[src/verilog/ccb_pkg.sv]
/*
  Constants, types and encodings for the processor glue block: clock
  dividers, reset stretch, vector addresses, I/O page decode.
  Assumes a single 100 MHz system clock and synchronous reset.
*/
// Behaviour
// - The block feeds a 1 MHz clock to the processor, which returns two non-overlapping phases from it.
// - Every processor read and write, including expansion bus ones, is timed by phase two; the block gates only writes by phase two, not reads.
// - The serial controller gets its own clock near 5.068 MHz, a 5 MHz source being acceptable.
// - Power-up or button drive serial reset high and processor reset low, and both release together.
// - The high serial reset returns the serial controller state machine to its initial state.
// - After processor reset release the processor fetches bytes at FFFA and FFFB as its start address.
// - Reset, NMI, IRQ and software interrupt each fetch a two-byte vector, IRQ and software sharing one.
// - Fixed vectors redirect to RAM cells set up by firmware and rewritable by users.
// - The address buffers are always enabled so the bus address follows the processor address.
// - Data buffer direction follows read/write: low carries bus to processor, high processor to bus.
// - The data buffer connects only while the low I/O data enable is asserted, otherwise it is off; processor data enable also asserts for FFFA..FFFF.
// - I/O enable and selects assert only for 0400H to 04FFH, and RAM and ROM are inhibited then.
package ccb_pkg;

  // ----------------------------------------------------------------------
  // Clock figures
  // ----------------------------------------------------------------------
  localparam int SYS_CLK_HZ     = 100_000_000;
  localparam int CPU_CLK_HZ     = 1_000_000;
  localparam int SER_CLK_HZ     = 5_000_000;
  localparam int CPU_HALF_CYC   = SYS_CLK_HZ / CPU_CLK_HZ / 2;
  localparam int SER_HALF_CYC   = SYS_CLK_HZ / SER_CLK_HZ / 2;
  localparam int DIV_W          = 6;
  localparam logic [DIV_W-1:0] CPU_HALF_LAST = DIV_W'(CPU_HALF_CYC - 1);
  localparam logic [DIV_W-1:0] SER_HALF_LAST = DIV_W'(SER_HALF_CYC - 1);
  // Gap between phases so they never overlap
  localparam logic [DIV_W-1:0] PHASE_GAP     = 6'h02;

  // ----------------------------------------------------------------------
  // Reset stretch
  // ----------------------------------------------------------------------
  localparam int RST_HOLD_US    = 100;
  localparam int RST_HOLD_CYC   = RST_HOLD_US * (SYS_CLK_HZ / 1_000_000);
  localparam int RST_W          = 24;

  // ----------------------------------------------------------------------
  // Vectors and address decode
  // ----------------------------------------------------------------------
  localparam logic [15:0] VEC_NMI_LO = 16'hFFFA;
  localparam logic [15:0] VEC_RST_LO = 16'hFFFC;
  localparam logic [15:0] VEC_IRQ_LO = 16'hFFFE;
  localparam logic [15:0] VEC_BOOT_LO = 16'hFFFA;
  localparam logic [15:0] VEC_BOOT_HI = 16'hFFFB;
  localparam logic [7:0]  IO_PAGE    = 8'h04;
  localparam logic [7:0]  ROM_BIT    = 8'h80;
  localparam int          VEC_RAM_WORDS = 8;
  localparam logic [15:0] VEC_RAM_BASE  = 16'h0200;

  typedef enum logic [1:0] {
    VEC_NMI = 2'h0,
    VEC_RST = 2'h1,
    VEC_IRQ = 2'h2
  } ccb_vec_t;

  typedef struct packed {
    logic [15:0] addr;
    logic [7:0]  wdata;
    logic        rd_wr;
  } ccb_cpu_bus_t;

  typedef struct packed {
    logic ram_sel_n;
    logic rom_sel_n;
    logic io_data_buffer_enable_n;
  } ccb_sel_t;

endpackage : ccb_pkg

[src/verilog/ccb_top.sv]
/*
  Processor glue: clocks, resets, vector redirection, address and data
  buffering toward the expansion bus.
  Assumes the processor returns phase one and two from the supplied
  clock, and the card obeys the I/O selects.
*/
module ccb_top
(
  input  wire logic        I_CLOCK,
  input  wire logic        I_RST,
  input  wire logic        i_RESET_BUTTON_N,
  input  wire logic        i_CPU_PHASE_ONE,
  input  wire logic        i_CPU_PHASE_TWO_CLOCK,
  input  wire logic [15:0] i_CPU_ADDR,
  input  wire logic [7:0]  i_CPU_DATA,
  input  wire logic        i_CPU_RD_WR,
  input  wire logic [7:0]  i_BUS_DATA,
  output logic             o_CPU_CLOCK,
  output logic             o_SER_CLOCK,
  output logic             o_SER_RESET,
  output logic             o_CPU_RESET_N,
  output logic [15:0]      o_BUS_ADDR,
  output logic [7:0]       o_BUS_DATA,
  output logic             o_BUS_DATA_OE,
  output logic [7:0]       o_CPU_DATA,
  output logic             o_CPU_DATA_OE,
  output logic             o_BUS_RD_WR,
  output logic             o_IO_DATA_BUFFER_ENABLE_N,
  output logic             o_RAM_SEL_N,
  output logic             o_ROM_SEL_N
);

  // ----------------------------------------------------------------------
  // Functions
  // ----------------------------------------------------------------------
  function automatic logic is_io_page(input logic [15:0] a);
    return a[15:8] == ccb_pkg::IO_PAGE;
  endfunction

  localparam int DIV_W_L = ccb_pkg::DIV_W;

  function automatic logic [DIV_W_L-1:0] inc(input logic [DIV_W_L-1:0] v);
    return v + 1'b1;
  endfunction

  // ----------------------------------------------------------------------
  // Input synchronisers (three stages, second and third must agree)
  // ----------------------------------------------------------------------
  logic [2:0] btn_s1_reg, btn_s2_reg, btn_s3_reg;
  logic [2:0] btn_s1_next, btn_s2_next, btn_s3_next;
  logic       btn_n_reg, btn_n_next;
  logic       ph2_reg, ph2_next;
  logic       ph1_reg, ph1_next;
  logic [2:0] raw;

  assign raw = {i_RESET_BUTTON_N, i_CPU_PHASE_TWO_CLOCK, i_CPU_PHASE_ONE};

  always_comb
  begin
    btn_s1_next  = raw;
    btn_s2_next  = btn_s1_reg;
    btn_s3_next  = btn_s2_reg;
    btn_n_next   = btn_n_reg;
    ph2_next     = ph2_reg;
    ph1_next     = ph1_reg;
    if (btn_s2_reg[2] == btn_s3_reg[2]) btn_n_next = btn_s3_reg[2];
    if (btn_s2_reg[1] == btn_s3_reg[1]) ph2_next   = btn_s3_reg[1];
    if (btn_s2_reg[0] == btn_s3_reg[0]) ph1_next   = btn_s3_reg[0];
  end

  always_ff @(posedge I_CLOCK)
  begin
    if (I_RST)
    begin
      // Idle pin levels, so no false phase edge follows reset
      btn_s1_reg  <= 3'h5;
      btn_s2_reg  <= 3'h5;
      btn_s3_reg  <= 3'h5;
      btn_n_reg   <= 1'h1;
      ph2_reg     <= 1'h0;
      ph1_reg     <= 1'h1;
    end
    else
    begin
      btn_s1_reg  <= btn_s1_next;
      btn_s2_reg  <= btn_s2_next;
      btn_s3_reg  <= btn_s3_next;
      btn_n_reg   <= btn_n_next;
      ph2_reg     <= ph2_next;
      ph1_reg     <= ph1_next;
    end
  end

  // ----------------------------------------------------------------------
  // Clock dividers
  // ----------------------------------------------------------------------
  logic [DIV_W_L-1:0] cdiv_reg, cdiv_next, sdiv_reg, sdiv_next;
  logic               cclk_reg, cclk_next, sclk_reg, sclk_next;

  always_comb
  begin
    cdiv_next = inc(cdiv_reg);
    cclk_next = cclk_reg;
    sdiv_next = inc(sdiv_reg);
    sclk_next = sclk_reg;
    if (cdiv_reg == ccb_pkg::CPU_HALF_LAST)
    begin
      cdiv_next = '0;
      cclk_next = ~cclk_reg;
    end
    // Free running, unrelated to the processor clock
    if (sdiv_reg == ccb_pkg::SER_HALF_LAST)
    begin
      sdiv_next = '0;
      sclk_next = ~sclk_reg;
    end
  end

  always_ff @(posedge I_CLOCK)
  begin
    if (I_RST)
    begin
      cdiv_reg <= '0;
      cclk_reg <= 1'h0;
      sdiv_reg <= '0;
      sclk_reg <= 1'h0;
    end
    else
    begin
      cdiv_reg <= cdiv_next;
      cclk_reg <= cclk_next;
      sdiv_reg <= sdiv_next;
      sclk_reg <= sclk_next;
    end
  end

  // ----------------------------------------------------------------------
  // Reset stretch, replaces the RC delay
  // ----------------------------------------------------------------------
  logic [ccb_pkg::RST_W-1:0] rcnt_reg, rcnt_next;
  logic                      rst_act_reg, rst_act_next;

  always_comb
  begin
    rcnt_next    = rcnt_reg;
    rst_act_next = 1'b1;
    if (!btn_n_reg)
    begin
      rcnt_next = '0;
    end
    else if (rcnt_reg != ccb_pkg::RST_W'(ccb_pkg::RST_HOLD_CYC))
    begin
      rcnt_next = rcnt_reg + 1'b1;
    end
    else
    begin
      rst_act_next = 1'b0;
    end
  end

  always_ff @(posedge I_CLOCK)
  begin
    if (I_RST)
    begin
      rcnt_reg    <= '0;
      rst_act_reg <= 1'h1;
    end
    else
    begin
      rcnt_reg    <= rcnt_next;
      rst_act_reg <= rst_act_next;
    end
  end

  // ----------------------------------------------------------------------
  // Decode, buffers, vector redirection
  // ----------------------------------------------------------------------
  ccb_pkg::ccb_sel_t   sel;
  logic                vec_hit;
  logic [2:0]          vec_idx;
  logic [7:0]          vec_rdata;
  logic                vec_we;
  logic [15:0]         addr_next;
  logic [7:0]          bdat_next, cdat_next;
  logic                boe_next, coe_next;

  // Writes land only while phase two is high, when the data is valid
  assign vec_hit  = i_CPU_ADDR >= ccb_pkg::VEC_NMI_LO;
  assign vec_idx  = i_CPU_ADDR[2:0] - ccb_pkg::VEC_NMI_LO[2:0];
  assign vec_we   = ph2_reg && i_CPU_RD_WR &&
                    i_CPU_ADDR[15:3] == ccb_pkg::VEC_RAM_BASE[15:3];

  // Vector bytes FFFA..FFFF are served from the RAM copy so handlers can
  // be swapped in without a new ROM; boot vector is FFFA/FFFB
  ccb_vec_ram u_vec_ram
  (
    .i_clk   (I_CLOCK),
    .i_we    (vec_we),
    .i_addr  (vec_we ? i_CPU_ADDR[2:0] : vec_idx),
    .i_wdata (i_CPU_DATA),
    .o_rdata (vec_rdata)
  );

  always_comb
  begin
    sel.ram_sel_n = i_CPU_ADDR[15];
    sel.rom_sel_n = !i_CPU_ADDR[15] || vec_hit;
    sel.io_data_buffer_enable_n = 1'b1;
    if (is_io_page(i_CPU_ADDR) && !rst_act_reg)
    begin
      sel.io_data_buffer_enable_n = 1'b0;
      sel.ram_sel_n = 1'b1;
      sel.rom_sel_n = 1'b1;
    end
    addr_next = i_CPU_ADDR;
    bdat_next = i_CPU_DATA;
    cdat_next = vec_hit ? vec_rdata : i_BUS_DATA;
    // Off unless I/O page; card drive is its own duty
    boe_next = !sel.io_data_buffer_enable_n && i_CPU_RD_WR && ph2_reg &&
               !ph1_reg;
    coe_next = (!sel.io_data_buffer_enable_n && !i_CPU_RD_WR) || vec_hit;
  end

  always_ff @(posedge I_CLOCK)
  begin
    if (I_RST)
    begin
      o_BUS_ADDR                <= '0;
      o_BUS_DATA                <= '0;
      o_BUS_DATA_OE             <= 1'h0;
      o_CPU_DATA                <= '0;
      o_CPU_DATA_OE             <= 1'h0;
      o_BUS_RD_WR               <= 1'h1;
      o_IO_DATA_BUFFER_ENABLE_N <= 1'h1;
      o_RAM_SEL_N               <= 1'h1;
      o_ROM_SEL_N               <= 1'h1;
      o_CPU_CLOCK               <= 1'h0;
      o_SER_CLOCK               <= 1'h0;
      o_SER_RESET               <= 1'h1;
      o_CPU_RESET_N             <= 1'h0;
    end
    else
    begin
      o_BUS_ADDR                <= addr_next;
      o_BUS_DATA                <= bdat_next;
      o_BUS_DATA_OE             <= boe_next;
      o_CPU_DATA                <= cdat_next;
      o_CPU_DATA_OE             <= coe_next;
      o_BUS_RD_WR               <= i_CPU_RD_WR;
      o_IO_DATA_BUFFER_ENABLE_N <= sel.io_data_buffer_enable_n;
      o_RAM_SEL_N               <= sel.ram_sel_n;
      o_ROM_SEL_N               <= sel.rom_sel_n;
      o_CPU_CLOCK               <= cclk_reg;
      o_SER_CLOCK               <= sclk_reg;
      o_SER_RESET               <= rst_act_reg;
      o_CPU_RESET_N             <= !rst_act_reg;
    end
  end

endmodule // ccb_top

[src/verilog/ccb_vec_ram.sv]
/*
  Small RAM holding the redirected interrupt vectors.
  Assumes one clock; read data is registered.
*/
module ccb_vec_ram
(
  input  wire logic       i_clk,
  input  wire logic       i_we,
  input  wire logic [2:0] i_addr,
  input  wire logic [7:0] i_wdata,
  output logic      [7:0] o_rdata
);

  logic [7:0] mem_reg [ccb_pkg::VEC_RAM_WORDS];

  always_ff @(posedge i_clk)
  begin
    if (i_we)
    begin
      mem_reg[i_addr] <= i_wdata;
    end
    o_rdata <= mem_reg[i_addr];
  end

endmodule // ccb_vec_ram
[config.mk]
export PLATFORM = sky130hd
export DESIGN_NAME = ccb_top
export DESIGN_NICKNAME = d
export VERILOG_FILES = /design/src/verilog/ccb_pkg.sv /design/src/verilog/ccb_top.sv /design/src/verilog/ccb_vec_ram.sv
export SDC_FILE = /design/constraint.sdc
export NUM_CORES = 1
export LEC_CHECK = 0
export ABC_AREA = 1
export BUFFER_PORTS_ARGS = -buffer_cell sky130_fd_sc_hd__buf_2
export CORE_ASPECT_RATIO = 1.25
export CORE_UTILIZATION = 40
export CTS_BUF_LIST = sky130_fd_sc_hd__clkbuf_2 sky130_fd_sc_hd__clkbuf_4 sky130_fd_sc_hd__clkbuf_8
export DETAILED_ROUTE_END_ITERATION = 8
export MAX_ROUTING_LAYER = met4
export SYNTH_ARGS = -nofsm -noshare
export SYNTH_HDL_FRONTEND = slang
export SYNTH_HIERARCHICAL = 1
export SYNTH_SLANG_ARGS = --single-unit
export TNS_END_PERCENT = 30
[constraint.sdc]
create_clock -name I_CLOCK -period 2.9 [get_ports I_CLOCK]
set_input_delay 0.145 -clock I_CLOCK [delete_from_list [all_inputs] [get_ports I_CLOCK]]
set_output_delay 0.145 -clock I_CLOCK [all_outputs]
set_load 0.02 [all_outputs]
After elaboration in Yosys (flattened, before gate mapping)
Memories as Yosys holds them, arrays and structs flattened. A register that Yosys moved wholly into a read port is not among the register bits. Index checks and enable logic that the tools add are counted.

Output and inout bits: 42. RAM bits: 64. Memories kept: 1. Register bits: 93. Input port bits: 38. Logic and storage cells: 66.

Bitwise operators: 3. Add/sub/neg operators: 4. Reduce and logical (&&, ||, !) cells: 18. Order comparisons: 1. Multiplexer cells: 6. Equal/unequal tests: 8.

Memories: u_vec_ram.mem_reg (depth 8, bits a word 8, read ports 1, clocked after memory_dff 1, write ports 1, RTL line ccb_vec_ram.sv:14) `logic [7:0] mem_reg [ccb_pkg::VEC_RAM_WORDS];`.

Operator list (number): $add 24x1->24 const B (1); $ne 24x14->1 const B (1); $ge 16x16->1 const B (1); $eq 13x7->1 const B (1); $add 6x1->6 const B (2); $eq 8x3->1 const B (1); $mux 8 (1); $reduce_or 2->1 (4); $logic_and 1x1->1 (7); $eq 6x4->1 const B (1); $eq 6x6->1 const B (1); $logic_not 1->1 (5); $mux 1 (4); $eq 1x1->1 (3); $mux 3 (1); $not 1->1 (3); $sub 3x2->3 const B (1); $logic_or 1x1->1 (2).

Longest topological paths before layout
Gate-level depths: netlist (run 1).

Word-level depth: 7. Gate-level depth with buffers: 12. Mapped depth without buffers: 12.

Hierarchy
The synthesis (run 1) kept the hierarchy.

By module, submodules not included: ccb_top (times used 1, seq. area each 1861.8 µm², cells an instance 492, area each 3716.1 µm²); ccb_vec_ram (times used 1, seq. area each 2082.0 µm², cells an instance 280, area each 2924.1 µm²).

Worst setup path before layout (run 1)
OpenSTA, ideal clock, no wires.

Kind: reg2reg. Start: reg ph2_reg. End: mem u_vec_ram.mem_reg[4][0], enable pin. Setup slack: 0.777 ns. Path buffers: 0. Required time: 2.530 ns. Data arrival time: 1.753 ns. Clock period less this slack: 2.123 ns. Setup time: 0.370 ns. Cell stages (with the launch flop): 9. Cell sequence: dfxtp_1 > nand2_1 > inv_1 > nand3_1 > o21ai_0 > inv_2 > nor2_4 > inv_2 > nor2_1.

Cells in the longest elaborated chain, start to end: 4. Elaborated cells on any way between the ends: 5. Those cells by class: 3 x mux; 2 x reduce/logical.

RTL lines: start, declared (RTL line ccb_top.sv:52) `logic ph2_reg, ph2_next;`; start signal, assigned (RTL line ccb_top.sv:89) `ph2_reg <= ph2_next;`; $logic_and 1x1->1 (*) (2 in a row) (RTL line ccb_top.sv:190) `assign vec_we = ph2_reg && i_CPU_RD_WR &&`; $mux 1 (RTL line ccb_vec_ram.sv:18) `if (i_we)`; $mux 1 (implied by the code) (RTL line ccb_vec_ram.sv:20) `mem_reg[i_addr] <= i_wdata;`; end, declared (RTL line ccb_vec_ram.sv:14).

Every way passes the cells marked *; elsewhere a longest branch is shown, timed or not.

Final worst setup path (run 1)
Start: in i_CPU_ADDR[15]. End: mem u_vec_ram.mem_reg[4][5], enable pin.

Cells in the longest elaborated chain, start to end: 4. Elaborated cells on any way between the ends: 5. Those cells by class: 1 x eq/ne; 3 x mux; 1 x reduce/logical.

RTL lines: start, declared (RTL line ccb_top.sv:14) `input wire logic [15:0] i_CPU_ADDR,`; $eq 13x7->1 (*) (RTL line ccb_top.sv:191) `i_CPU_ADDR[15:3] == ccb_pkg::VEC_RAM_BASE[15:3];`; $logic_and 1x1->1 (*) (RTL line ccb_top.sv:190); $mux 1 (RTL line ccb_vec_ram.sv:18); $mux 1 (implied by the code) (RTL line ccb_vec_ram.sv:20).

Marks and branches as above.

==> metrics.csv, run 1 <==
stage,metric,value,unit
critical_path,"slowest stage delay, CP",530,ps
critical_path,crit path max fanout,8,
routing,Starting DRT DRC Count,314,
placement,I/O Buffers,79,
sta,Fin. Hold Viols,0,
critical_path,CP Capture Type,register,
critical_path,data required time of the critical path,2980,ps
cells_and_area,Area Overhead vs Synth,20.8,%
global_route,GRT overflow,0,
routing,Vias/cell,4.55,
floorplan,full die area,0.0171,mm^2
job,Max-Cap Viols,0,
floorplan,starting density of the core,41.0,%
sta,skew final,12.7,ps
cts,CTS Hold Bufs,30,
sta,Post-Route Setup TNS,0,ps
synthesis,net count after synthesis,816,
floorplan,IO Count,80,
power_and_ir_drop,Leak,0.00355,uW
cells_and_area,"Cell Count, Final, Fillers Out",1123,
sta,Tmin final,2500,ps
sta,crit share post-route,86.1,%
synthesis,Mapped Cells,772,
synthesis,Yosys reg bits,165,
routing,drt drc,0,
synthesis,"top cells by area, synth","dfxtp_1 (30%), edfxtp_1 (29%), nand2_1 (12%), nor2_1 (6.3%), inv_1 (5.9%)",
min_path,Min-Delay Path Class,input port to register,
global_route,vias in the first global route,4841,
global_route,antenna violations before repair,0,
placement,dpl hpwl,10500,um
cts,CTS Sinks,165,
cts,CTS tree,done,
floorplan,# rows,52,
sta,Max Fclk,400,MHz
sta,pins over their slew limit,0,
synthesis,post-synth cell types,33,
placement,placed instance count,1061,
cells_and_area,ant diodes,0,
cells_and_area,Largest register FFs,64,
power_and_ir_drop,PD cells,569,mW/mm^2
synthesis,Avg Inst Size Synth,8.60,um^2
synthesis,share of the synthesized area in the top cell type,30.5,%
synthesis,synth warn,6,
cells_and_area,share of layout cells above drive strength 1,17.1,%
cts,clk_lat worst skew,450,ps
critical_path,WP data arrival,2580,ps
critical_path,cell family with most CP delay,simple AND/OR/NAND/NOR gates,
global_route,first-pass GRT wire length,24100,um
cells_and_area,nets,938,
cts,# H-tree levels,4,
critical_path,Crit path buffers/inverters,6,
power_and_ir_drop,Pwr Total,4560,uW
sta,RSZ-0062 raised after global routing,no,
floorplan,Core Region,0.0162,mm^2
routing,WL/cell,13.4,um
power_and_ir_drop,Worst VDD drop,197,uV
critical_path,worst path cell trace,dlygate4sd3_1 -> buf_2 -> inv_1 -> nand4_1 -> inv_1 -> nand3_1 -> nand2_1 -> nand2_1 -> buf_4 -> nor2_4 -> inv_2 -> nor2_1,
cts,number of gates resized after cts,0,
synthesis,synthesized area,0.00664,mm^2
routing,vias,5105,
floorplan,Die Y,146,um
sta,pin slew with the least headroom to its limit,1140,ps
sta,Rel. slew slack,23.2,%
cts,clock slew at reported path FFs,80,ps
critical_path,Startpoint Class,input port,
cts,CTS buffer count,17,
run_status,status,completed,
floorplan,Die Wd,117,um
synthesis,register area share after synthesis,59.4,%
sta,Finish-stage setup viols,0,
placement,routability cong.,0.853,
cts,CTS max path bufs,2,
critical_path,CP max stage cell,dlygate4sd3_1,
cts,Root Buffer,clkbuf_8,
global_route,gr usage total,19.4,%
critical_path,WS Path Type,input port to register,
cts,post-CTS setup buffer count,0,
global_route,largest net degree at the start of global routing,41,
routing,first-pass iteration count of the detailed router,5,
routing,"antenna viol nets, final",0,
synthesis,post-synth top area cell,dfxtp_1,
routing,WL final,15000,um
per-layer routing:
metal  GRT usage, %  share of wire [%]  vias to the layer above
li1               -                  -                     2671
met1           23.3                 44                     2295
met2           32.2                 50                      119
met3           3.65                3.6                       20
met4           6.96                1.7                        0
met5              -                  0                        -
tightest hold or removal path: stages:
cell and delay (ps):
buf_2 180, inv_1 80, nor2_1 40
stage by stage:
step | setup slack [ps] | utilization (%) | area [um^2] | hold WS [ps]
floorplan | 777 | - | 6640 | 244
global placement | 548 | 45.0 | 7290 | 331
detailed placement | 531 | 45.0 | 7290 | 337
CTS | 456 | 49.5 | 8020 | 13.5
global route | 199 | 49.5 | 8020 | 23.2
finish | 403 | 49.5 | 8020 | 27.4
final timing paths:
check	startpoint	end	slack (ps)	depth (start not counted)
worst max-delay path	i_CPU_ADDR[15]	u_vec_ram/mem_reg[4][5]	400	12
worst min-delay path	i_CPU_DATA[4]	o_BUS_DATA[4]	30	3
worst max register to register	ph2_reg	u_vec_ram/mem_reg[0][3]	510	6
worst min register to register	btn_s1_reg[0]	btn_s2_reg[0]	410	1
layout by cell type, fill, tap and decap left out, types with 4 or more instances in the layout:
cell type	Yosys	routed
nor3_1	8	8
inv_1	104	104
nand3_1	48	48
clkbuf_8	0	20
o21ai_0	20	20
xor2_1	4	4
nor2_4	4	4
nand4_1	13	13
buf_2	4	79
nor3b_1	4	4
inv_2	6	6
a21oi_1	24	24
nor2_1	111	111
dfxtp_1	101	101
buf_4	5	10
nand2_2	6	6
dlygate4sd3_1	0	30
edfxtp_1	64	64
or2_2	8	8
nand2_1	207	207
ha_1	6	6
cell usage after synthesis, drive strengths merged:
library cell and number:
nand2 214, nor2 119, inv 111, dfxtp 101
edfxtp 64, nand3 50, a21oi 26, o21ai 21
nand4 13, buf 10, or2 10, nor3 8
clkbuf 6, ha 6, nor3b 4, xor2 4
o22ai 2, a31oi 1, nor4 1, o21a 1
where the power goes:
group / switching, uW / leakage [uW] / internal [uW]
Combinational: 206 / 0.00192 / 119
Sequential: 22.1 / 0.00141 / 2460
Clock: 824 / 0.000224 / 935
Total: 1050 / 0.00355 / 3510
logic make-up after synthesis:
family          after synthesis  synth area share (%)
fa+ha+maj                     6                  1.13
simple gates                419                  27.2
buf+inv                     127                  7.69
compound gates               51                  4.05
flops                       165                  59.4
xor+xnor                      4                 0.528
final cells by class:
type	instances	area (um^2)
Tap cell	216	270
Timing Repair Buffer	119	771
Clock inverter	11	148
Inverter	111	419
Fill cell	1569	8180
Multi-Input combinational cell	480	2190
Sequential cell	165	3940
Clock buffer	21	283
Note: power is estimated with default switching activity, not from simulation.
==> inputs of run 2 (changes only) <==
RECOVER_POWER = 25   (was not set)
SYNTH_HIERARCHICAL = not set   (was 1)
==> metrics.csv, run 2 <==
stage,metric,value,unit,change
run_status,status,"complete, but fails checks",,was completed
run_status,failing checks,"max-capacitance violations, max-slew violations",,
critical_path,cell family with most CP delay,simple AND/OR/NAND/NOR gates,,unchanged
global_route,GRT overflow,0,,unchanged
cells_and_area,final core occ,49.6,%,was 49.5%
synthesis,Yosys reg bits,165,,unchanged
cts,CTS Sinks,165,,unchanged
power_and_ir_drop,Worst VDD drop,272,uV,was 197 uV
sta,final setup margin,852,ps,was 403 ps
floorplan,IO Count,80,,unchanged
floorplan,starting density of the core,41.4,%,was 41.0%
cts,clock slew at reported path FFs,80,ps,about the same
synthesis,Synth Flop Type,dfxtp_1,,unchanged
sta,skew final,8.81,ps,was 12.7 ps
cells_and_area,Area Overhead vs Synth,19.6,%,was 20.8%
critical_path,reg2reg path depth,8,,was 6
critical_path,Setup crit start,i_CPU_ADDR[7],,was i_CPU_ADDR[15]
placement,dpl hpwl,10200,um,was 10500 um
synthesis,net count after synthesis,758,,was 816
placement,I/O Buffers,79,,unchanged
critical_path,CP max stage cell,dlygate4sd3_1,,unchanged
sta,Max Fclk,488,MHz,was 400 MHz
sta,Post-Route Setup TNS,0,ps,unchanged
cells_and_area,"commonest non-fill, non-tap cell in the layout",nand2_1,,unchanged
synthesis,largest family of logic cells by synthesized area,simple AND/OR/NAND/NOR gates,,unchanged
sta,crit share post-route,70.6,%,was 86.1%
floorplan,Die Wd,116,um,was 117 um
cts,CTS buffer count,17,,unchanged
synthesis,dominant cell by count in the synthesized netlist,nand2_1,,unchanged
synthesis,post-synth top area cell,dfxtp_1,,unchanged
critical_path,reg2reg end,u_vec_ram.mem_reg[6][2],,was u_vec_ram/mem_reg[0][3]
routing,drt drc,0,,unchanged
critical_path,WS Path Type,input port to register,,unchanged
cts,# H-tree levels,4,,unchanged
sta,Tmin final,2050,ps,was 2500 ps
floorplan,Core Region,0.0158,mm^2,was 0.0162 mm^2
synthesis,synthesized area,0.00653,mm^2,was 0.00664 mm^2
synthesis,post-synth cell types,35,,was 33
critical_path,WP data arrival,2130,ps,was 2580 ps
routing,"antenna viol nets, final",0,,unchanged
cells_and_area,nets,870,,was 938
cells_and_area,share of layout cells above drive strength 1,16.9,%,was 17.1%
placement,"Cell Area, Placed",0.00711,mm^2,was 0.00729 mm^2
synthesis,Post-synth top cells,"nand2_1 (157), dfxtp_1 (101), nor2_1 (96)",,"was nand2_1 (207), nor2_1 (111), inv_1 (104)"
synthesis,simple-gate share of the synthesized area,25.5,%,was 27.2%
sta,RSZ-0062 raised after global routing,no,,unchanged
power_and_ir_drop,Leak,0.00331,uW,was 0.00355 uW
synthesis,ys async rst share,0,%,unchanged
routing,WL final,14000,um,was 15000 um
critical_path,"slowest stage delay, CP",540,ps,was 530 ps
min_path,Min-Delay Path Class,input port to register,,unchanged
cts,Root Buffer,clkbuf_8,,unchanged
critical_path,worst path cell trace,dlygate4sd3_1 -> buf_2 -> nor2_2 -> nand3_2 -> nor2_4 -> nand2_2 -> nor2_1 -> inv_1 -> nor2_1,,was dlygate4sd3_1 -> buf_2 -> inv_1 -> nand4_1 -> inv_1 -> nand3_1 -> nand2_1 -> nand2_1 -> buf_4 -> nor2_4 -> inv_2 -> nor2_1
min_path,Hold Path Stages,3,,unchanged
cells_and_area,# fillers,1490,,was 1569
placement,post-placement setup slack,838,ps,was 531 ps
synthesis,register area share after synthesis,60.4,%,was 59.4%
global_route,gr usage total,18.0,%,was 19.4%
critical_path,Worst path most repeated cell,nor2_1,,
critical_path,crit path max fanout,8,,unchanged
cts,CTS tree,done,,unchanged
critical_path,Startpoint Class,input port,,unchanged
floorplan,full die area,0.0168,mm^2,was 0.0171 mm^2
cells_and_area,ant diodes,0,,unchanged
critical_path,reg2reg start,ph2_reg,,unchanged
synthesis,mux share of post-synthesis cell area,1.23,%,was 0%
cts,number of gates resized after cts,0,,unchanged
synthesis,Avg Inst Size Synth,9.14,um^2,was 8.60 um^2
synthesis,share of the synthesized area in the top cell type,31.0,%,was 30.5%
routing,Vias/cell,4.68,,was 4.55
critical_path,data required time of the critical path,2980,ps,about the same
routing,WL/cell,13.3,um,was 13.4 um
min_path,hold wc startpoint,i_CPU_ADDR[2],,was i_CPU_DATA[4]
sta,Min Hold Slack,23.9,ps,was 27.4 ps
routing,first-pass iteration count of the detailed router,5,,unchanged
global_route,largest net degree at the start of global routing,42,,was 41
synthesis,Adder-Cell Fraction of Synth Area,1.30,%,was 1.13%
synthesis,"top cells by area, synth","dfxtp_1 (31%), edfxtp_1 (29%), nand2_1 (9.0%), nor2_1 (5.5%), nand3_1 (4.4%)",,"was dfxtp_1 (30%), edfxtp_1 (29%), nand2_1 (12%), nor2_1 (6.3%), inv_1 (5.9%)"
cts,clk_lat worst skew,450,ps,about the same
floorplan,# rows,51,,was 52
global_route,antenna violations before repair,0,,unchanged
sta,Finish-stage setup viols,0,,unchanged
sta,pin slew with the least headroom to its limit,1790,ps,was 1140 ps
job,Max-Cap Viols,1,,was 0
synthesis,"EDFF count, synth",64,,unchanged
power_and_ir_drop,PD cells,579,mW/mm^2,was 569 mW/mm^2
cells_and_area,most frequent cells in the layout,"nand2_1 (157), dfxtp_1 (101), nor2_1 (96), inv_1 (76), buf_2 (74)",,"was nand2_1 (207), nor2_1 (111), inv_1 (104), dfxtp_1 (101), buf_2 (79)"
critical_path,CP Capture Type,register,,unchanged
synthesis,synth warn,0,,was 6
critical_path,worst reg2reg setup slack,860,ps,was 510 ps
synthesis,Mapped Cells,714,,was 772
synthesis,Post-Synth XOR/XNOR Area,0.402,%,was 0.528%
min_path,Hold EP,o_BUS_ADDR[2],,was o_BUS_DATA[4]
sta,Rel. slew slack,-19.5,%,was 23.2%
cells_and_area,design area,0.00781,mm^2,was 0.00802 mm^2
cells_and_area,Largest register FFs,64,,unchanged
critical_path,Crit path buffers/inverters,3,,was 6
placement,routability cong.,0.829,,was 0.853
routing,vias,4918,,was 5105
synthesis,Compound-Gate Fraction of Synth Area,4.77,%,was 4.05%
global_route,first-pass GRT wire length,21900,um,was 24100 um
floorplan,Die Y,145,um,was 146 um
sta,pins over their slew limit,42,,was 0
cts,CTS max path bufs,2,,unchanged
global_route,vias in the first global route,4710,,was 4841
routing,Starting DRT DRC Count,249,,was 314
sta,Fin. Hold Viols,0,,unchanged
## run 2: cell types whose count changed after synthesis, moves of 5 or more
cell     delta
inv_2       -5
nand3_1    +10
o21ai_0     +7
nand2_1    -50
inv_1      -28
mux2i_1     +8
nor2_1     -15
## run 2: routing by layer
| layer | vias up | GRT usage, % | wire [um] |
|---|---|---|---|
| met1 | 2248 | 18.4 | 5800 |
| li1 | 2542 | - | - |
| met3 | 18 | 3.96 | 516 |
| met5 | - | - | 0 |
| met4 | 0 | 6.41 | 180 |
| met2 | 110 | 33.3 | 7470 |
## run 2: cell type report
type                    count  area [um^2]  share of cell area [%]
flip-flops and latches    165         3940                    50.5
clock buffers              19          255                    3.27
clock inverters            13          170                    2.18
repair buffers            112          706                    9.03
well taps                 212          265                    3.40
inverters                  80          303                    3.88
multi-input cells         450         2170                    27.8
## run 2: cell families (layout without fill, tap and decap cells)
family	after synthesis	after routing
multiplexers	8	8
AO/OA/AOI/OAI	60	60
buffers and inverters	99	224
flip-flops	165	165
AND/OR/NAND/NOR	372	372
adder cells (fa/ha/maj)	7	7
XOR/XNOR	3	3
## run 2: power breakdown
part / leakage [uW] / switching [uW] / internal, uW / total (uW)
clock: 0.000221 / 835 / 901 / 1740
sequential: 0.00141 / 21.8 / 2450 / 2480
combinational: 0.00168 / 193 / 116 / 309
## run 2: tightest hold or removal path, cell delays in order
cell	delay, ps
buf_2	120
inv_1	90
nor2_1	80
## run 2: what timing repair did
| item | CTS | global route |
|---|---|---|
| setup buffers | 0 | 0 |
| hold endpoints to repair | 33 | 0 |
| hold buffers | 29 | 0 |
## run 2: per-stage QoR
| step | cells | power [uW] |
|---|---|---|
| detailed placement | 990 | 2810 |
| global placement | 990 | 2810 |
| finish | 1051 | 4520 |
| global route | 1051 | 4700 |
| CTS | 1051 | 4570 |
| floorplan | 714 | 2700 |
## run 2: worst max path at each step
stage          cells past startpoint                 endpoint
5_1_grt                            8  u_vec_ram.mem_reg[6][2]
6_report                           9  u_vec_ram.mem_reg[6][2]
2_1_floorplan                      8  u_vec_ram.mem_reg[0][0]
3_3_place_gp                       8  u_vec_ram.mem_reg[6][0]
4_1_cts                            8  u_vec_ram.mem_reg[6][2]
3_5_place_dp                       8  u_vec_ram.mem_reg[6][0]
